**src/pmc_map.vh**
```
// Constants for the per-port management and mode control block
`ifndef PMC_MAP_VH
`define PMC_MAP_VH
`define PMC_NUM_PORTS 8
`define PMC_PHYAD_W 5
`define PMC_REGAD_W 5
`define PMC_OP_WRITE 2'b01
`define PMC_OP_READ 2'b10
`define PMC_PREAMBLE_BITS 32
`define PMC_REG_CTRL 5'h00
`define PMC_REG_STAT 5'h01
`define PMC_REG_MODE 5'h10
`define PMC_REG_IRQ_EN 5'h12
`define PMC_REG_IRQ_STAT 5'h13
`define PMC_MODE_FX_BIT 0
`define PMC_IRQ_EN_BIT 1
`define PMC_CTRL_ANEG_BIT 12
`define PMC_CTRL_SPEED_BIT 13
`define PMC_CTRL_DUPLEX_BIT 8
`define PMC_CTRL_RESET 16'h3100
`define PMC_MDC_MAX_HZ 8000000
`define PMC_CLK_HZ 250000000
`endif

```
**src/pmc_port_regs.v**
```verilog
// Per-port register storage with registered read data
`timescale 1ns/1ns
`default_nettype none
`include "pmc_map.vh"
module pmc_port_regs #(
  parameter PORTS = `PMC_NUM_PORTS,
  parameter AW = 3
) (
  input wire clk_sys,
  input wire srst,
  input wire [AW-1:0] rd_port,
  output reg [15:0] ctrl_rd_q,
  input wire wr_en,
  input wire [AW-1:0] wr_port,
  input wire [15:0] wr_data,
  input wire load_en,
  input wire [PORTS*16-1:0] load_data
);
  reg [15:0] mem_q [0:PORTS-1];
  integer i;

  // Strap load wins over a serial write in the same cycle
  always @(posedge clk_sys)
  begin
    if (srst || load_en)
    begin
      for (i = 0; i < PORTS; i = i + 1)
        mem_q[i] <= srst ? `PMC_CTRL_RESET : load_data[i*16 +: 16];
    end
    else if (wr_en)
      mem_q[wr_port] <= wr_data;
  end

  // Read data out of a register
  always @(posedge clk_sys)
  begin
    if (srst)
      ctrl_rd_q <= 16'h0000;
    else
      ctrl_rd_q <= mem_q[rd_port];
  end
endmodule // pmc_port_regs
`default_nettype wire

```
**src/pmc_mgmt.v**
```verilog
// Management serial slave, strap load, media select and status interrupt
// What this block does
// - Management over one bidirectional data line, management clock.
// - Open-drain interrupt low on status change when enabled.
// - Disable input high during start or header blocks that frame's serial read or write.
// - Hardware pins only load defaults at reset.
// - After reset, serial channel owns bits; pins ignored.
// - Signal-detect high sets fiber mode bit to one.
// - Signal-detect low clears fiber mode bit, twisted pair.
// - Speed, duplex, auto-negotiation selectable per port by pins.
// - Standard register set, register and bit numbering.
// - Independent mode, detect and registers per port 0-7.
`timescale 1ns/1ns
`default_nettype none
`include "pmc_map.vh"
module pmc_mgmt #(
  parameter PORTS = `PMC_NUM_PORTS,
  parameter [4:0] BASE_PHYAD = 5'h00
) (
  input wire clk_sys,
  input wire srst,
  input wire mdc,
  input wire mdio_i,
  output reg mdio_o,
  output reg mdio_oe,
  output wire mgmt_status_irq_n,
  output reg mgmt_status_irq_oe,
  input wire mgmt_port_disable,
  input wire [PORTS-1:0] signal_detect_tp_select,
  input wire [PORTS-1:0] pin_aneg_en,
  input wire [PORTS-1:0] pin_speed_100,
  input wire [PORTS-1:0] pin_full_duplex,
  input wire [PORTS-1:0] link_up,
  output reg [PORTS-1:0] fiber_mode_q,
  output reg [PORTS-1:0] aneg_en_q,
  output reg [PORTS-1:0] speed_100_q,
  output reg [PORTS-1:0] full_duplex_q
);
  localparam ST_IDLE = 3'd0;
  localparam ST_START = 3'd1;
  localparam ST_HDR = 3'd2;
  localparam ST_TA = 3'd3;
  localparam ST_WDATA = 3'd4;
  localparam ST_RDATA = 3'd5;

  // Two flops on every outside input except srst
  reg [1:0] mdc_s, mdio_s, dis_s;
  reg [PORTS-1:0] sd_a, sd_b, ln_a, ln_b;
  reg [3*PORTS-1:0] strap_a, strap_b;
  reg mdc_prev_q;
  always @(posedge clk_sys)
  begin
    mdc_s <= {mdc_s[0], mdc};
    mdio_s <= {mdio_s[0], mdio_i};
    dis_s <= {dis_s[0], mgmt_port_disable};
    sd_a <= signal_detect_tp_select;
    sd_b <= sd_a;
    ln_a <= link_up;
    ln_b <= ln_a;
    strap_a <= {pin_aneg_en, pin_speed_100, pin_full_duplex}; // Read at load
    strap_b <= strap_a;
    mdc_prev_q <= mdc_s[1];
  end
  wire mdc_rise = mdc_s[1] & ~mdc_prev_q;
  wire mdc_fall = ~mdc_s[1] & mdc_prev_q;
  wire bit_in = mdio_s[1];

  function [15:0] pack_ctrl;
    input aneg;
    input spd;
    input dup;
    begin
      pack_ctrl = 16'h0000;
      pack_ctrl[`PMC_CTRL_ANEG_BIT] = aneg;
      pack_ctrl[`PMC_CTRL_SPEED_BIT] = spd;
      pack_ctrl[`PMC_CTRL_DUPLEX_BIT] = dup;
    end
  endfunction

  // Strap pins captured one cycle after reset release only
  reg strap_pend_q;
  reg load_q;
  reg [PORTS*16-1:0] load_data;
  integer p;
  always @*
  begin
    load_data = {PORTS*16{1'b0}};
    for (p = 0; p < PORTS; p = p + 1)
      load_data[p*16 +: 16] = pack_ctrl(strap_b[2*PORTS+p],
        strap_b[PORTS+p], strap_b[p]);
  end
  always @(posedge clk_sys)
  begin
    strap_pend_q <= srst;
    load_q <= !srst && strap_pend_q;
  end

  // Frame decoder
  reg [2:0] st_q;
  reg [5:0] cnt_q;
  reg [1:0] op_q;
  reg [9:0] hdr_q;
  reg [15:0] sh_q;
  reg ign_q;
  reg [15:0] rd_word;
  reg [15:0] irq_en_q [0:PORTS-1];
  reg [PORTS-1:0] irq_stat_q;
  wire [4:0] phyad = hdr_q[9:5];
  wire [4:0] regad = hdr_q[4:0];
  wire [4:0] port_off = phyad - BASE_PHYAD;
  wire port_hit = (port_off < PORTS);
  wire [2:0] port_idx = port_off[2:0];
  wire [15:0] ctrl_rd;
  wire wr_fire = (st_q == ST_WDATA) && mdc_rise && (cnt_q == 6'd15) &&
    !ign_q && port_hit;
  wire [15:0] wr_word = {sh_q[14:0], bit_in};
  wire ctrl_wr = wr_fire && (regad == `PMC_REG_CTRL) && !load_q;

  pmc_port_regs #(.PORTS(PORTS), .AW(3)) u_regs (
    .clk_sys(clk_sys),
    .srst(srst),
    .rd_port(port_idx),
    .ctrl_rd_q(ctrl_rd),
    .wr_en(ctrl_wr),
    .wr_port(port_idx),
    .wr_data(wr_word),
    .load_en(load_q),
    .load_data(load_data)
  );

  // Read mux of the standard register numbers
  always @*
  begin
    case (regad)
      `PMC_REG_CTRL: rd_word = ctrl_rd;
      `PMC_REG_STAT: rd_word = {13'h0000, ln_b[port_idx], 2'b00};
      `PMC_REG_MODE: rd_word = {15'h0000, fiber_mode_q[port_idx]};
      `PMC_REG_IRQ_EN: rd_word = irq_en_q[port_idx];
      `PMC_REG_IRQ_STAT: rd_word = {15'h0000, irq_stat_q[port_idx]};
      default: rd_word = 16'h0000;
    endcase
  end

  // Serial frame sequencer; sampled on rising, driven after falling edge
  always @(posedge clk_sys)
  begin
    if (srst)
    begin
      st_q <= ST_IDLE;
      cnt_q <= 6'd0;
      op_q <= 2'b00;
      hdr_q <= 10'h000;
      sh_q <= 16'h0000;
      ign_q <= 1'b0;
      mdio_o <= 1'b0;
      mdio_oe <= 1'b0;
    end
    else
    begin
      if (mdc_rise)
      begin
        case (st_q)
          ST_IDLE:
          begin
            if (bit_in)
              cnt_q <= (cnt_q == 6'd32) ? cnt_q : cnt_q + 6'd1;
            else if (cnt_q == `PMC_PREAMBLE_BITS)
              st_q <= ST_START;
            else
              cnt_q <= 6'd0;
          end
          ST_START:
          begin
            st_q <= bit_in ? ST_HDR : ST_IDLE;
            cnt_q <= 6'd0;
            ign_q <= dis_s[1];
          end
          ST_HDR:
          begin
            if (cnt_q < 6'd2)
              op_q <= {op_q[0], bit_in};
            else
              hdr_q <= {hdr_q[8:0], bit_in};
            if (dis_s[1])
              ign_q <= 1'b1;
            if (cnt_q == 6'd11)
            begin
              st_q <= ST_TA;
              cnt_q <= 6'd0;
            end
            else
              cnt_q <= cnt_q + 6'd1;
          end
          ST_TA:
          begin
            if (cnt_q == 6'd1)
            begin
              st_q <= (op_q == `PMC_OP_READ) ? ST_RDATA : ST_WDATA;
              cnt_q <= 6'd0;
              sh_q <= rd_word;
            end
            else
              cnt_q <= cnt_q + 6'd1;
          end
          ST_WDATA, ST_RDATA:
          begin
            sh_q <= (st_q == ST_WDATA) ? {sh_q[14:0], bit_in}
              : {sh_q[14:0], 1'b0};
            if (cnt_q == 6'd15)
            begin
              st_q <= ST_IDLE;
              cnt_q <= 6'd0;
            end
            else
              cnt_q <= cnt_q + 6'd1;
          end
          default: st_q <= ST_IDLE;
        endcase
      end
      // Drive read data after falling edge; disabled frames stay off bus
      if (mdc_fall)
      begin
        mdio_oe <= (st_q == ST_RDATA || (st_q == ST_TA && cnt_q == 6'd1))
          && !ign_q && port_hit && op_q == `PMC_OP_READ;
        mdio_o <= (st_q == ST_RDATA) ? sh_q[15] : 1'b0;
      end
    end
  end

  // Fiber mode follows the select pin only
  always @(posedge clk_sys)
    fiber_mode_q <= srst ? {PORTS{1'b0}} : sd_b;

  // Operating mode out of the control register copy
  integer k;
  always @(posedge clk_sys)
  begin
    for (k = 0; k < PORTS; k = k + 1)
    begin
      if (srst)
      begin
        {aneg_en_q[k], speed_100_q[k], full_duplex_q[k]} <= 3'b000;
        irq_en_q[k] <= 16'h0000;
      end
      else if (load_q)
        {aneg_en_q[k], speed_100_q[k], full_duplex_q[k]} <= {
          strap_b[2*PORTS+k], strap_b[PORTS+k], strap_b[k]};
      else if (wr_fire && port_idx == k && regad == `PMC_REG_CTRL)
        {aneg_en_q[k], speed_100_q[k], full_duplex_q[k]} <= {
          wr_word[`PMC_CTRL_ANEG_BIT], wr_word[`PMC_CTRL_SPEED_BIT],
          wr_word[`PMC_CTRL_DUPLEX_BIT]};
      else if (wr_fire && port_idx == k && regad == `PMC_REG_IRQ_EN)
        irq_en_q[k] <= wr_word;
    end
  end

  // Sticky change flags; a new change beats the read that clears it
  reg [PORTS-1:0] ln_prev_q, fx_prev_q;
  wire rd_clr = (st_q == ST_TA) && mdc_rise && (cnt_q == 6'd1) &&
    (op_q == `PMC_OP_READ) && (regad == `PMC_REG_IRQ_STAT) &&
    !ign_q && port_hit;
  integer j;
  always @(posedge clk_sys)
  begin
    ln_prev_q <= ln_b;
    fx_prev_q <= fiber_mode_q;
    for (j = 0; j < PORTS; j = j + 1)
    begin
      if (srst)
        irq_stat_q[j] <= 1'b0;
      else if ((ln_b[j] != ln_prev_q[j]) || (fiber_mode_q[j] != fx_prev_q[j]))
        irq_stat_q[j] <= 1'b1;
      else if (rd_clr && port_idx == j)
        irq_stat_q[j] <= 1'b0;
    end
  end

  // Open drain: only ever pulls low, gated by each port's enable bit
  reg any_irq;
  integer m;
  always @*
  begin
    any_irq = 1'b0;
    for (m = 0; m < PORTS; m = m + 1)
      any_irq = any_irq | (irq_stat_q[m] & irq_en_q[m][`PMC_IRQ_EN_BIT]);
  end
  always @(posedge clk_sys)
    mgmt_status_irq_oe <= !srst && any_irq;
  assign mgmt_status_irq_n = 1'b0;
endmodule // pmc_mgmt
`default_nettype wire

```
**config.mk**
```make
export PLATFORM = sky130hd
export DESIGN_NAME = pmc_mgmt
export DESIGN_NICKNAME = d
export VERILOG_FILES = /design/src/pmc_port_regs.v /design/src/pmc_mgmt.v
export VERILOG_INCLUDE_DIRS = /design/src
export SDC_FILE = /design/constraint.sdc
export NUM_CORES = 1
export LEC_CHECK = 0
export ABC_AREA = 1
export ABC_CLOCK_PERIOD_IN_PS = 6500
export BUFFER_PORTS_ARGS = -buffer_cell sky130_fd_sc_hd__buf_2
export CORE_ASPECT_RATIO = 0.6
export CORE_MARGIN = 5
export CORE_UTILIZATION = 53
export DETAILED_ROUTE_END_ITERATION = 10
export PLACE_DENSITY = 0.73
export REMOVE_ABC_BUFFERS = 1
export SYNTH_ARGS = -nofsm -noshare
export SYNTH_HDL_FRONTEND = slang
export SYNTH_SLANG_ARGS = --single-unit
```
**constraint.sdc**
```tcl
create_clock -name clk_sys -period 6.5 [get_ports clk_sys]
set_clock_uncertainty 0.15 [all_clocks]
set_input_delay 0.325 -clock clk_sys [delete_from_list [all_inputs] [get_ports clk_sys]]
set_output_delay 0.325 -clock clk_sys [all_outputs]
set_load 0.05 [all_outputs]
```
==> reports/metrics.csv, run 1 <==
stage;metric;value;unit
sta;unrepaired_setup_endpoints_after_global_routing;false;
critical_path;critical_path_source;hdr_q[5];
sta;hold_violations;0;
finish;layout.cells.non_filler;2398;
floorplan;ioPinCount;81;
detailed_routing;drt_pass1_iterations;6;
power_and_ir_drop;p_switching;1.309;mW
finish;synthToLayoutAreaGrowth;13.02;%
detailed_routing;drt_iter0_drc;2213;
logic_synthesis;post-synth-top-area-fraction;42.15;%
placement;dpl.hpwl;32510;um
critical_path;cp_max_fo;37;
logic_synthesis;synth.top_cells.by_area;edfxtp_1, dfxtp_1, nor2_1;
sta;finalSetupTns;0;ps
placement;port-buffer-count;79;
power_and_ir_drop;pwrdens;287.0;nW/um^2
critical_path;cp-end-kind;flop;
hold_path;worst_hold_path_type;primary input to flop;
finish;layout.nets;1955;
clocking;cts_repair_resize_count;0;
critical_path;worst_r2r_startpoint;hdr_q[5];
hold_path;timing.hold.worst.start;srst;
sta;final_min_period;3295;ps
critical_path;cp-start-kind;flop;
detailed_routing;vias;14055;
logic_synthesis;synth_cell_type_count;38;
detailed_routing;routed_wirelength;51850;um
floorplan;core.rowCount;52;
sta;setup_ws;3205;ps
sta;worst_hold_slack;38.90;ps
clocking;clockRootBuffer;clkbuf_16;
floorplan;fp.dieArea;38340;um^2
floorplan;core-area;33830;um^2
floorplan;start_util;53.91;%
clocking;cts_made_buffers;40;
sta;period_share;50.69;%
outcome;status;complete, no violations;
logic_synthesis;synth-seq-cells;461;
global_route;antenna_found_initial;0;
clocking;cts_buffer_depth;3;
logic_synthesis;synth.yosys.warnings;0;
sta;actual_slew_at_the_worst_max_slew_pin;1171;ps
logic_synthesis;postSynthCellCount;1834;
logic_synthesis;ys.flop_type;edfxtp_1;
logic_synthesis;ys_async_sr_fraction;0;%
power_and_ir_drop;power.combinational.fraction;4.2;%
logic_synthesis;synth_sequential_area_ratio;64.65;%
logic_synthesis;synthesis.area_per_instance;9.944;um^2
power_and_ir_drop;cell_internal_pwr;4.606;mW
critical_path;crit_path_cell_trace;inv_2 -> nor2_4 -> buf_4 -> inv_2 -> nor2_4 -> inv_1 -> nor3_2 -> nand2_1 -> o21ai_0 -> o31ai_1;
power_and_ir_drop;clockPowerShare;40.6;%
global_route;largest_net_degree_at_the_start_of_global_routing;67;
power_and_ir_drop;total_power;5.915;mW
global_route;grt_pass1_vias;13238;
sta;max_clock_freq;303.5;MHz
detailed_routing;residual_drc;0;
critical_path;cp_slowest_stage_delay;680;ps
sta;setup_viol_count_final;0;
logic_synthesis;yosysMostFrequentCell;nor2_1;
placement;pre_cts_ws;3363;ps
detailed_routing;wire_per_inst;21.62;um
sta;report.final.slew_viol_count;0;
detailed_routing;detail_route.vias_per_cell;5.861;
power_and_ir_drop;power.share.sequential;55.2;%
logic_synthesis;library_cell_with_the_largest_summed_area_after_synthesis;edfxtp_1;
critical_path;crit_required;6620;ps
clocking;cts.reportedPaths.clkPinSlew;70;ps
global_route;groute.usage.overall;26.32;%
clocking;cts_num_sinks;461;
logic_synthesis;combined_area_of_all_synthesized_cells;18240;um^2
global_route;grt_first_pass_wirelength;78450;um
logic_synthesis;synth-edff-count;256;
power_and_ir_drop;swShare;22.13;%
sta;headroom_to_the_max_slew_limit;21.85;%
power_and_ir_drop;power.static_leakage;7.574;nW
placement;instance_count_after_placement_with_tap_cells_included;2281;
critical_path;cp_data_arrival_time;3410;ps
critical_path;critical-path-slowest-cell;dfxtp_1;
clocking;cts_htree_levels;2;
logic_synthesis;synth.top_cells.by_count;nor2_1, nand2_1, edfxtp_1;
floorplan;die_h;153.7;um
flow_run;cap_viol_max_count;0;
placement;gp_routability_congestion;0.9592;
global_route;globalRouteOverflowTotal;0;
finish;final_layout_size_suffix_gt1_share;10.26;%
floorplan;chipWidth;249.5;um
clocking;worst_skew_pair.late_latency;560;ps
finish;antenna_cells;0;
power_and_ir_drop;ir_drop;0.1959;mV
clocking;cts_tree;built;
detailed_routing;drt.antenna.violating_nets;0;
critical_path;worst-setup-path-type;flop to flop;
## worst max-delay path: cells and delay by family, from the launching register on
| family | cells | cell delay, ps |
|---|---|---|
| flip-flops | 1 | 680 |
| AO/OA/AOI/OAI | 2 | 290 |
| buffers and inverters | 4 | 870 |
| AND/OR/NAND/NOR | 4 | 980 |
## layer usage
metal / part of all wire [%] / vias to the layer above / track usage [%]
met4: 2.0 / 0 / 5.509
li1: - / 6362 / -
met5: 0 / - / 0
met3: 16 / 99 / 11.48
met2: 40 / 919 / 36.05
met1: 42 / 6675 / 38.97
## cell type report
| class | count | area (um^2) |
|---|---|---|
| inverters | 85 | 319.1 |
| multi-input cells | 1179 | 5645 |
| repair buffers | 140 | 963.4 |
| clock buffers | 63 | 1242 |
| clock inverters | 11 | 73.82 |
| fillers | 2740 | 13220 |
| flip-flops and latches | 461 | 11790 |
| well taps | 459 | 574.3 |
## per-stage QoR
step,cell area [um^2],utilization [%]
3_5_place_dp,18870,55.76
2_1_floorplan,17750,-
6_report,20610,60.92
5_1_grt,20610,60.92
3_3_place_gp,18870,55.76
4_1_cts,20610,60.92
## state kept, by name, summed over array words and instances, names as in the netlist, 3 cells and up, named ones only
| signal | flops |
|---|---|
| fx_prev_q | 8 |
| u_regs.ctrl_rd_q | 16 |
| cnt_q | 6 |
| ln_b | 8 |
| strap_b | 24 |
| sd_b | 8 |
| u_regs.mem_q | 128 |
| irq_stat_q | 8 |
| strap_a | 24 |
| speed_100_q | 8 |
| ln_a | 8 |
| sd_a | 8 |
| ln_prev_q | 8 |
| fiber_mode_q | 8 |
| st_q | 3 |
| full_duplex_q | 8 |
| hdr_q | 10 |
| aneg_en_q | 8 |
| sh_q | 16 |
| irq_en_q | 128 |
## cell families (layout without fill, tap and decap cells)
family          Yosys count  in the layout  synth area share, %
xor+xnor                 19             19               0.9125
fa+ha+maj                 3              3               0.2058
flops                   461            461                64.65
simple gates            812            812                18.89
other cells               1              1              0.02056
buf+inv                 194            299                4.411
compound gates          344            344                10.91
## power by group through the flow
stage	combinational (mW)	sequential, mW	clock [mW]
after global placement	0.214	3.32	0
final	0.247	3.27	2.40
after detailed placement	0.219	3.33	0
after global routing	0.269	3.28	2.53
after CTS	0.241	3.26	2.41
after floorplan	0.110	3.33	0
## worst paths after layout
kind,end,slack [ps],depth (start not counted)
worst max-delay path,u_regs.mem_q[1][12],3210,10
worst min-delay path,fiber_mode_q[6],40,2
worst max register to register,u_regs.mem_q[1][12],3210,10
worst min register to register,strap_b[6],180,0
## cells in the final DEF, fill, tap and decap left out, drive strengths merged
cell | Yosys | final
a211oi | 8 | 8
buf | 32 | 97
o211ai | 30 | 30
nor3 | 11 | 11
xor2 | 19 | 19
inv | 69 | 70
edfxtp | 256 | 256
clkbuf | 77 | 63
a31oi | 5 | 5
a22oi | 39 | 39
dlygate4sd3 | 0 | 43
o21ai | 143 | 143
dfxtp | 205 | 205
conb | 1 | 1
a21oi | 99 | 99
clkinv | 16 | 25
nand2 | 325 | 325
a221oi | 6 | 6
nor2 | 393 | 393
a41oi | 9 | 9
nand4 | 14 | 14
o31ai | 5 | 5
ha | 3 | 3
nand3 | 69 | 69
clkinvlp | 0 | 1
## what timing repair did
| item | in CTS | in global routing |
|---|---|---|
| hold buffers | 43 | 0 |
| setup buffers | 0 | 0 |
| endpoints found under the hold margin | 43 | 0 |
No activity file was read; power rests on OpenSTA's default activity.
==> run 2: changes to the inputs <==
--- a/config.mk
+++ b/config.mk
@@ -7,13 +7,13 @@
 export NUM_CORES = 1
 export LEC_CHECK = 0
 export ABC_AREA = 1
-export ABC_CLOCK_PERIOD_IN_PS = 6500
+export ABC_CLOCK_PERIOD_IN_PS = 2720
 export BUFFER_PORTS_ARGS = -buffer_cell sky130_fd_sc_hd__buf_2
 export CORE_ASPECT_RATIO = 0.6
 export CORE_MARGIN = 5
 export CORE_UTILIZATION = 53
 export DETAILED_ROUTE_END_ITERATION = 10
-export PLACE_DENSITY = 0.73
+export PLACE_DENSITY = 0.76
 export REMOVE_ABC_BUFFERS = 1
 export SYNTH_ARGS = -nofsm -noshare
 export SYNTH_HDL_FRONTEND = slang
==> constraint.sdc (replaced) <==
create_clock -name clk_sys -period 2.72 [get_ports clk_sys]
set_clock_uncertainty 0.15 [all_clocks]
set_input_delay 0.136 -clock clk_sys [delete_from_list [all_inputs] [get_ports clk_sys]]
set_output_delay 0.136 -clock clk_sys [all_outputs]
set_load 0.05 [all_outputs]
==> run 2 against run 1 <==
  * Final cell count is 2.7% higher
  * Setup slack worse by 3100 ps
  * Cell area grew 4.0%
  * Maximum frequency rose by 28%
  * First-iteration DRC count down 21%
  * Total power rose by 140%
  * Clock power increased by 150%
  * Sequential power up 140%
==> reports/metrics.csv, run 2 (synthesized netlist as in run 1, its figures left out) <==
stage;metric;value;unit;change
detailed_routing;drt.antenna.violating_nets;0;;unchanged
finish;antenna_cells;0;;unchanged
power_and_ir_drop;swShare;21.88;%;was 22.13%
hold_path;worst_hold_path_type;primary input to flop;;unchanged
flow_run;cap_viol_max_count;0;;unchanged
sta;headroom_to_the_max_slew_limit;23.57;%;was 21.85%
outcome;status;complete, no violations;;unchanged
finish;synthToLayoutAreaGrowth;17.58;%;was 13.02%
detailed_routing;detail_route.vias_per_cell;5.788;;was 5.861
global_route;grt_first_pass_wirelength;77400;um;was 78450 um
sta;hold_violations;0;;unchanged
clocking;clockRootBuffer;clkbuf_16;;unchanged
placement;port-buffer-count;79;;unchanged
detailed_routing;residual_drc;0;;unchanged
critical_path;crit_required;2870;ps;was 6620 ps
detailed_routing;drt_pass1_iterations;5;;was 6
detailed_routing;wire_per_inst;20.40;um;was 21.62 um
sta;max_clock_freq;389.7;MHz;was 303.5 MHz
critical_path;cp_data_arrival_time;2720;ps;was 3410 ps
finish;layout.nets;2022;;was 1955
sta;report.final.slew_viol_count;0;;unchanged
global_route;grt_pass1_vias;13598;;was 13238
floorplan;start_util;53.91;%;unchanged
sta;worst_hold_slack;53.00;ps;was 38.90 ps
critical_path;worstPathBufferInverterCount;1;;was 4
power_and_ir_drop;power.share.sequential;54.1;%;was 55.2%
finish;layout.cells.most_common_list;nor2_1, nand2_1, edfxtp_1;;unchanged
critical_path;critical-path-slowest-cell;nor2_1;;was dfxtp_1
global_route;globalRouteOverflowTotal;0;;unchanged
floorplan;ioPinCount;81;;unchanged
detailed_routing;vias;14256;;was 14055
power_and_ir_drop;power.combinational.fraction;4.4;%;was 4.2%
clocking;cts_tree;built;;unchanged
global_route;groute.usage.overall;25.46;%;was 26.32%
detailed_routing;drt_iter0_drc;1741;;was 2213
sta;final_min_period;2566;ps;was 3295 ps
finish;seqCellArea;11790;um^2;about the same
power_and_ir_drop;total_power;14.41;mW;was 5.915 mW
critical_path;cp-end-kind;flop;;unchanged
critical_path;crit_path_cell_trace;nor2_1 -> nand2_1 -> buf_12;;was inv_2 -> nor2_4 -> buf_4 -> inv_2 -> nor2_4 -> inv_1 -> nor3_2 -> nand2_1 -> o21ai_0 -> o31ai_1
placement;dpl.hpwl;32810;um;was 32510 um
floorplan;chipWidth;249.5;um;unchanged
finish;final_common_cell;nor2_1;;unchanged
clocking;cts_num_sinks;461;;unchanged
power_and_ir_drop;ir_drop;0.4788;mV;was 0.1959 mV
power_and_ir_drop;p_switching;3.153;mW;was 1.309 mW
critical_path;setup_slack_on_the_worst_flop_to_flop_path;150;ps;was 3210 ps
critical_path;cp_slowest_stage_delay;970;ps;was 680 ps
critical_path;critPathTopFamily;simple AND/OR/NAND/NOR gates;;unchanged
clocking;worst_skew_pair.late_latency;560;ps;about the same
critical_path;cp_max_fo;16;;was 37
detailed_routing;routed_wirelength;50250;um;was 51850 um
sta;setup_viol_count_final;0;;unchanged
power_and_ir_drop;power.static_leakage;8.012;nW;was 7.574 nW
placement;gp_routability_congestion;0.9066;;was 0.9592
clocking;cts_buffer_depth;3;;unchanged
clocking;cts_made_buffers;40;;unchanged
sta;actual_slew_at_the_worst_max_slew_pin;1142;ps;was 1171 ps
floorplan;core.rowCount;52;;unchanged
power_and_ir_drop;pwrdens;672.0;nW/um^2;was 287.0 nW/um^2
power_and_ir_drop;clockPowerShare;41.5;%;was 40.6%
finish;largest_registers;irq_en_q (128), u_regs.mem_q (128);;unchanged
sta;period_share;94.35;%;was 50.69%
finish;multi_input_area;5670;um^2;was 5645 um^2
clocking;cts_htree_levels;2;;unchanged
floorplan;fp.dieArea;38340;um^2;unchanged
global_route;antenna_found_initial;0;;unchanged
critical_path;cp-start-kind;flop;;unchanged
floorplan;core-area;33830;um^2;unchanged
finish;num-fill-cells;2602;;was 2740
global_route;largest_net_degree_at_the_start_of_global_routing;65;;was 67
clocking;cts.reportedPaths.clkPinSlew;70;ps;about the same
floorplan;die_h;153.7;um;unchanged
power_and_ir_drop;cell_internal_pwr;11.26;mW;was 4.606 mW
finish;final_layout_size_suffix_gt1_share;13.62;%;was 10.26%
critical_path;worst-setup-path-type;flop to flop;;unchanged
-- run 2: metal layers --
metal	vias to the layer above	track usage, %	share of wire, %
met5	-	0	0
met4	0	6.632	2.4
met3	113	8.459	13
met2	871	38.82	44
met1	6780	35.52	40
li1	6492	-	-
-- run 2: path summary, 6_finish.rpt --
path / end / depth (start not counted) / startpoint
setup / recovery: u_regs.mem_q[2][7] / 3 / load_q
hold / removal: strap_a[5] / 2 / pin_full_duplex[5]
setup reg to reg: u_regs.mem_q[2][7] / 3 / load_q
hold reg to reg: strap_b[19] / 0 / strap_a[19]
-- run 2: power by group through the flow --
stage          clock network, mW  logic (mW)  registers [mW]
2_1_floorplan                  0       0.262            7.95
6_report                    5.98       0.636            7.79
3_3_place_gp                   0       0.559            7.92
3_5_place_dp                   0       0.578            7.94
5_1_grt                     6.34       0.687            7.81
4_1_cts                     6.01       0.629            7.78
-- run 2: what timing repair did --
action                                  CTS  global route
endpoints found under the setup margin   89            61
pin swaps                                 1             1
setup buffers                             1             1
hold buffers                             44             0
endpoints found under the hold margin    46             0
resized for setup                         0             4
-- run 2: through the flow --
step                setup TNS, ps  util [%]  worst slack, ps  std cells  cell area [um^2]
finish                          0     63.38            153.7       2463             21440
global route               -20.88     63.38           -10.73       2463             21440
CTS                             0     63.28            75.44       2462             21410
detailed placement          -1883     57.81           -72.59       2345             19560
global placement           -389.7     57.81           -26.07       2345             19560
floorplan                  -43120         -           -244.2       1725             17750
-- run 2: layout make-up --
class                      instances  share of cell area [%]
sequential                       461                   54.99
clock buffer                      55                   5.677
timing repair buffer             207                   7.901
clock inverter                    17                  0.8169
inverter                          85                   1.488
tap                              459                   2.678
multi-input combinational       1179                   26.44
-- run 2: worst reg2reg max path: stages (launching register included) --
cell	delay, ps
dfxtp_1	540
nor2_1	980
nand2_1	370
buf_12	260
==> run 3: changes to the inputs <==
--- a/config.mk
+++ b/config.mk
@@ -9,11 +9,13 @@
 export ABC_AREA = 1
 export ABC_CLOCK_PERIOD_IN_PS = 2720
 export BUFFER_PORTS_ARGS = -buffer_cell sky130_fd_sc_hd__buf_2
+export CAP_MARGIN = 10
 export CORE_ASPECT_RATIO = 0.6
 export CORE_MARGIN = 5
 export CORE_UTILIZATION = 53
 export DETAILED_ROUTE_END_ITERATION = 10
-export PLACE_DENSITY = 0.76
+export GPL_TIMING_DRIVEN = 1
+export PLACE_DENSITY = 0.73
 export REMOVE_ABC_BUFFERS = 1
 export SYNTH_ARGS = -nofsm -noshare
 export SYNTH_HDL_FRONTEND = slang
==> run 3 against run 2 <==
  * Non-clock buffer count grew 14
  * Via count grew 1.2%
  * Count of clock-buffer cells in the layout grew 5
  * Register-to-register slack lost 90 ps
  * Cell area grew 0.68%
  * Maximum frequency shrank 3.5%
==> reports/metrics.csv, run 3 (synthesized netlist as in run 1, its figures left out) <==
stage;metric;value;unit;change
sta;setup_viol_count_final;0;;unchanged
clocking;cts_num_sinks;461;;unchanged
critical_path;cp-start-kind;flop;;unchanged
global_route;grt_pass1_vias;13525;;was 13598
floorplan;core.rowCount;52;;unchanged
sta;actual_slew_at_the_worst_max_slew_pin;948.2;ps;was 1142 ps
detailed_routing;drt_iter0_drc;2480;;was 1741
placement;dpl.hpwl;35290;um;was 32810 um
finish;layout.cells.non_filler;2483;;was 2463
outcome;status;complete, no violations;;unchanged
sta;period_share;97.75;%;was 94.35%
floorplan;ioPinCount;81;;unchanged
finish;layout.cells.most_common_list;nor2_1, nand2_1, edfxtp_1;;unchanged
sta;worst_hold_slack;50.89;ps;was 53.00 ps
finish;final_common_cell;nor2_1;;unchanged
clocking;cts_htree_levels;2;;unchanged
placement;instance_count_after_placement_with_tap_cells_included;2356;;was 2345
critical_path;setup_slack_on_the_worst_flop_to_flop_path;60;ps;was 150 ps
hold_path;worst_hold_path_type;primary input to flop;;unchanged
critical_path;worst-setup-path-type;flop to flop;;unchanged
clocking;cts_buffer_depth;3;;unchanged
global_route;globalRouteOverflowTotal;0;;unchanged
placement;port-buffer-count;79;;unchanged
detailed_routing;drt_pass1_iterations;6;;was 5
detailed_routing;drt.antenna.violating_nets;0;;unchanged
sta;headroom_to_the_max_slew_limit;36.56;%;was 23.57%
finish;layout.nets;2038;;was 2022
critical_path;cp_max_fo;19;;was 16
floorplan;core-area;33830;um^2;unchanged
critical_path;cp_data_arrival_time;2780;ps;was 2720 ps
global_route;grt_first_pass_wirelength;80700;um;was 77400 um
floorplan;fp.dieArea;38340;um^2;unchanged
power_and_ir_drop;power.static_leakage;8.075;nW;was 8.012 nW
clocking;cts_made_buffers;42;;was 40
critical_path;worst_r2r_startpoint;cnt_q[1];;was load_q
sta;finalSetupTns;0;ps;unchanged
sta;final_min_period;2659;ps;was 2566 ps
floorplan;die_h;153.7;um;unchanged
placement;gp_routability_congestion;0.9043;;was 0.9066
detailed_routing;detail_route.vias_per_cell;5.810;;was 5.788
finish;final_layout_size_suffix_gt1_share;14.28;%;was 13.62%
floorplan;chipWidth;249.5;um;unchanged
clocking;cts.reportedPaths.clkPinSlew;70;ps;about the same
critical_path;crit_required;2840;ps;was 2870 ps
finish;antenna_cells;0;;unchanged
sta;hold_violations;0;;unchanged
finish;largest_registers;irq_en_q (128), u_regs.mem_q (128);;unchanged
hold_path;timing.hold.worst.start;pin_speed_100[6];;was pin_full_duplex[5]
critical_path;critical_path_source;cnt_q[1];;was load_q
global_route;largest_net_degree_at_the_start_of_global_routing;65;;unchanged
detailed_routing;routed_wirelength;53080;um;was 50250 um
clocking;clockRootBuffer;clkbuf_16;;unchanged
clocking;worst_skew_pair.late_latency;570;ps;was 560 ps
detailed_routing;residual_drc;0;;unchanged
detailed_routing;vias;14425;;was 14256
global_route;antenna_found_initial;0;;unchanged
global_route;groute.usage.overall;27.02;%;was 25.46%
sta;max_clock_freq;376.1;MHz;was 389.7 MHz
sta;report.final.slew_viol_count;0;;unchanged
floorplan;start_util;53.91;%;unchanged
power_and_ir_drop;ir_drop;0.4941;mV;was 0.4788 mV
critical_path;cp-end-kind;flop;;unchanged
clocking;cts_tree;built;;unchanged
power_and_ir_drop;pwrdens;675.2;nW/um^2;was 672.0 nW/um^2
detailed_routing;wire_per_inst;21.38;um;was 20.40 um
finish;synthToLayoutAreaGrowth;18.38;%;was 17.58%
flow_run;cap_viol_max_count;0;;unchanged
run 3: cell types whose count changed in the layout (fill, tap and decap cells not counted), moves of 2 or more:
cell,previous run,this run
inv_2,10,12
inv_1,59,57
nand2_1,325,323
bufinv_16,2,4
nand2_2,0,2
clkbuf_1,4,11
buf_4,67,80
run 3: final timing paths:
check        depth (start not counted)                  end
min                                  2          strap_a[14]
max reg2reg                         10  u_regs.mem_q[0][11]
max                                 10  u_regs.mem_q[0][11]
min reg2reg                          0              ln_b[7]
run 3: stage by stage:
step	power, mW	instance area [um^2]	util (%)	worst slack (ps)
2_1_floorplan	8.212	17750	-	-244.2
3_3_place_gp	8.508	19670	58.13	45.20
3_5_place_dp	8.531	19670	58.13	-55.61
4_1_cts	14.62	21550	63.69	45.98
5_1_grt	15.04	21590	63.81	-2.038
6_report	14.58	21590	63.81	61.27
run 3: repair_timing:
item | CTS | global route
hold buffers | 44 | 0
gates resized for setup | 0 | 6
setup buffers | 2 | 2
endpoints found under the hold margin | 53 | 0
pin swaps | 1 | 2
setup endpoints to repair | 21 | 61
run 3: layout make-up:
cell class,instances,area [um^2]
clock buffers,60,1211
clock inverters,18,216.5
fillers,2688,12240
inverters,85,319.1
multi-input cells,1179,5663
flip-flops and latches,461,11790
well taps,459,574.3
repair buffers,221,1812
run 3: per-layer routing:
| layer | vias to the layer above | GRT usage, % | routed length (um) |
|---|---|---|---|
| met4 | 2 | 5.640 | 929 |
| met1 | 6888 | 39.86 | 22070 |
| met5 | - | 1.988 | 104 |
| met2 | 917 | 37.52 | 21880 |
| met3 | 88 | 11.11 | 8090 |
| li1 | 6530 | - | - |
run 3: power breakdown:
part / switching, mW / internal (mW)
sequential: 0.135 / 7.66
clock: 2.61 / 3.51
combinational: 0.427 / 0.238
total: 3.17 / 11.4
run 3: critical path: stages, from the launching register on:
cell	delay (ps)
dfxtp_1	390
ha_1	230
nand2_1	100
nor2_1	200
nand2_2	120
nor3_4	250
buf_4	170
buf_12	190
nand3_1	160
nand2_1	220
buf_12	180
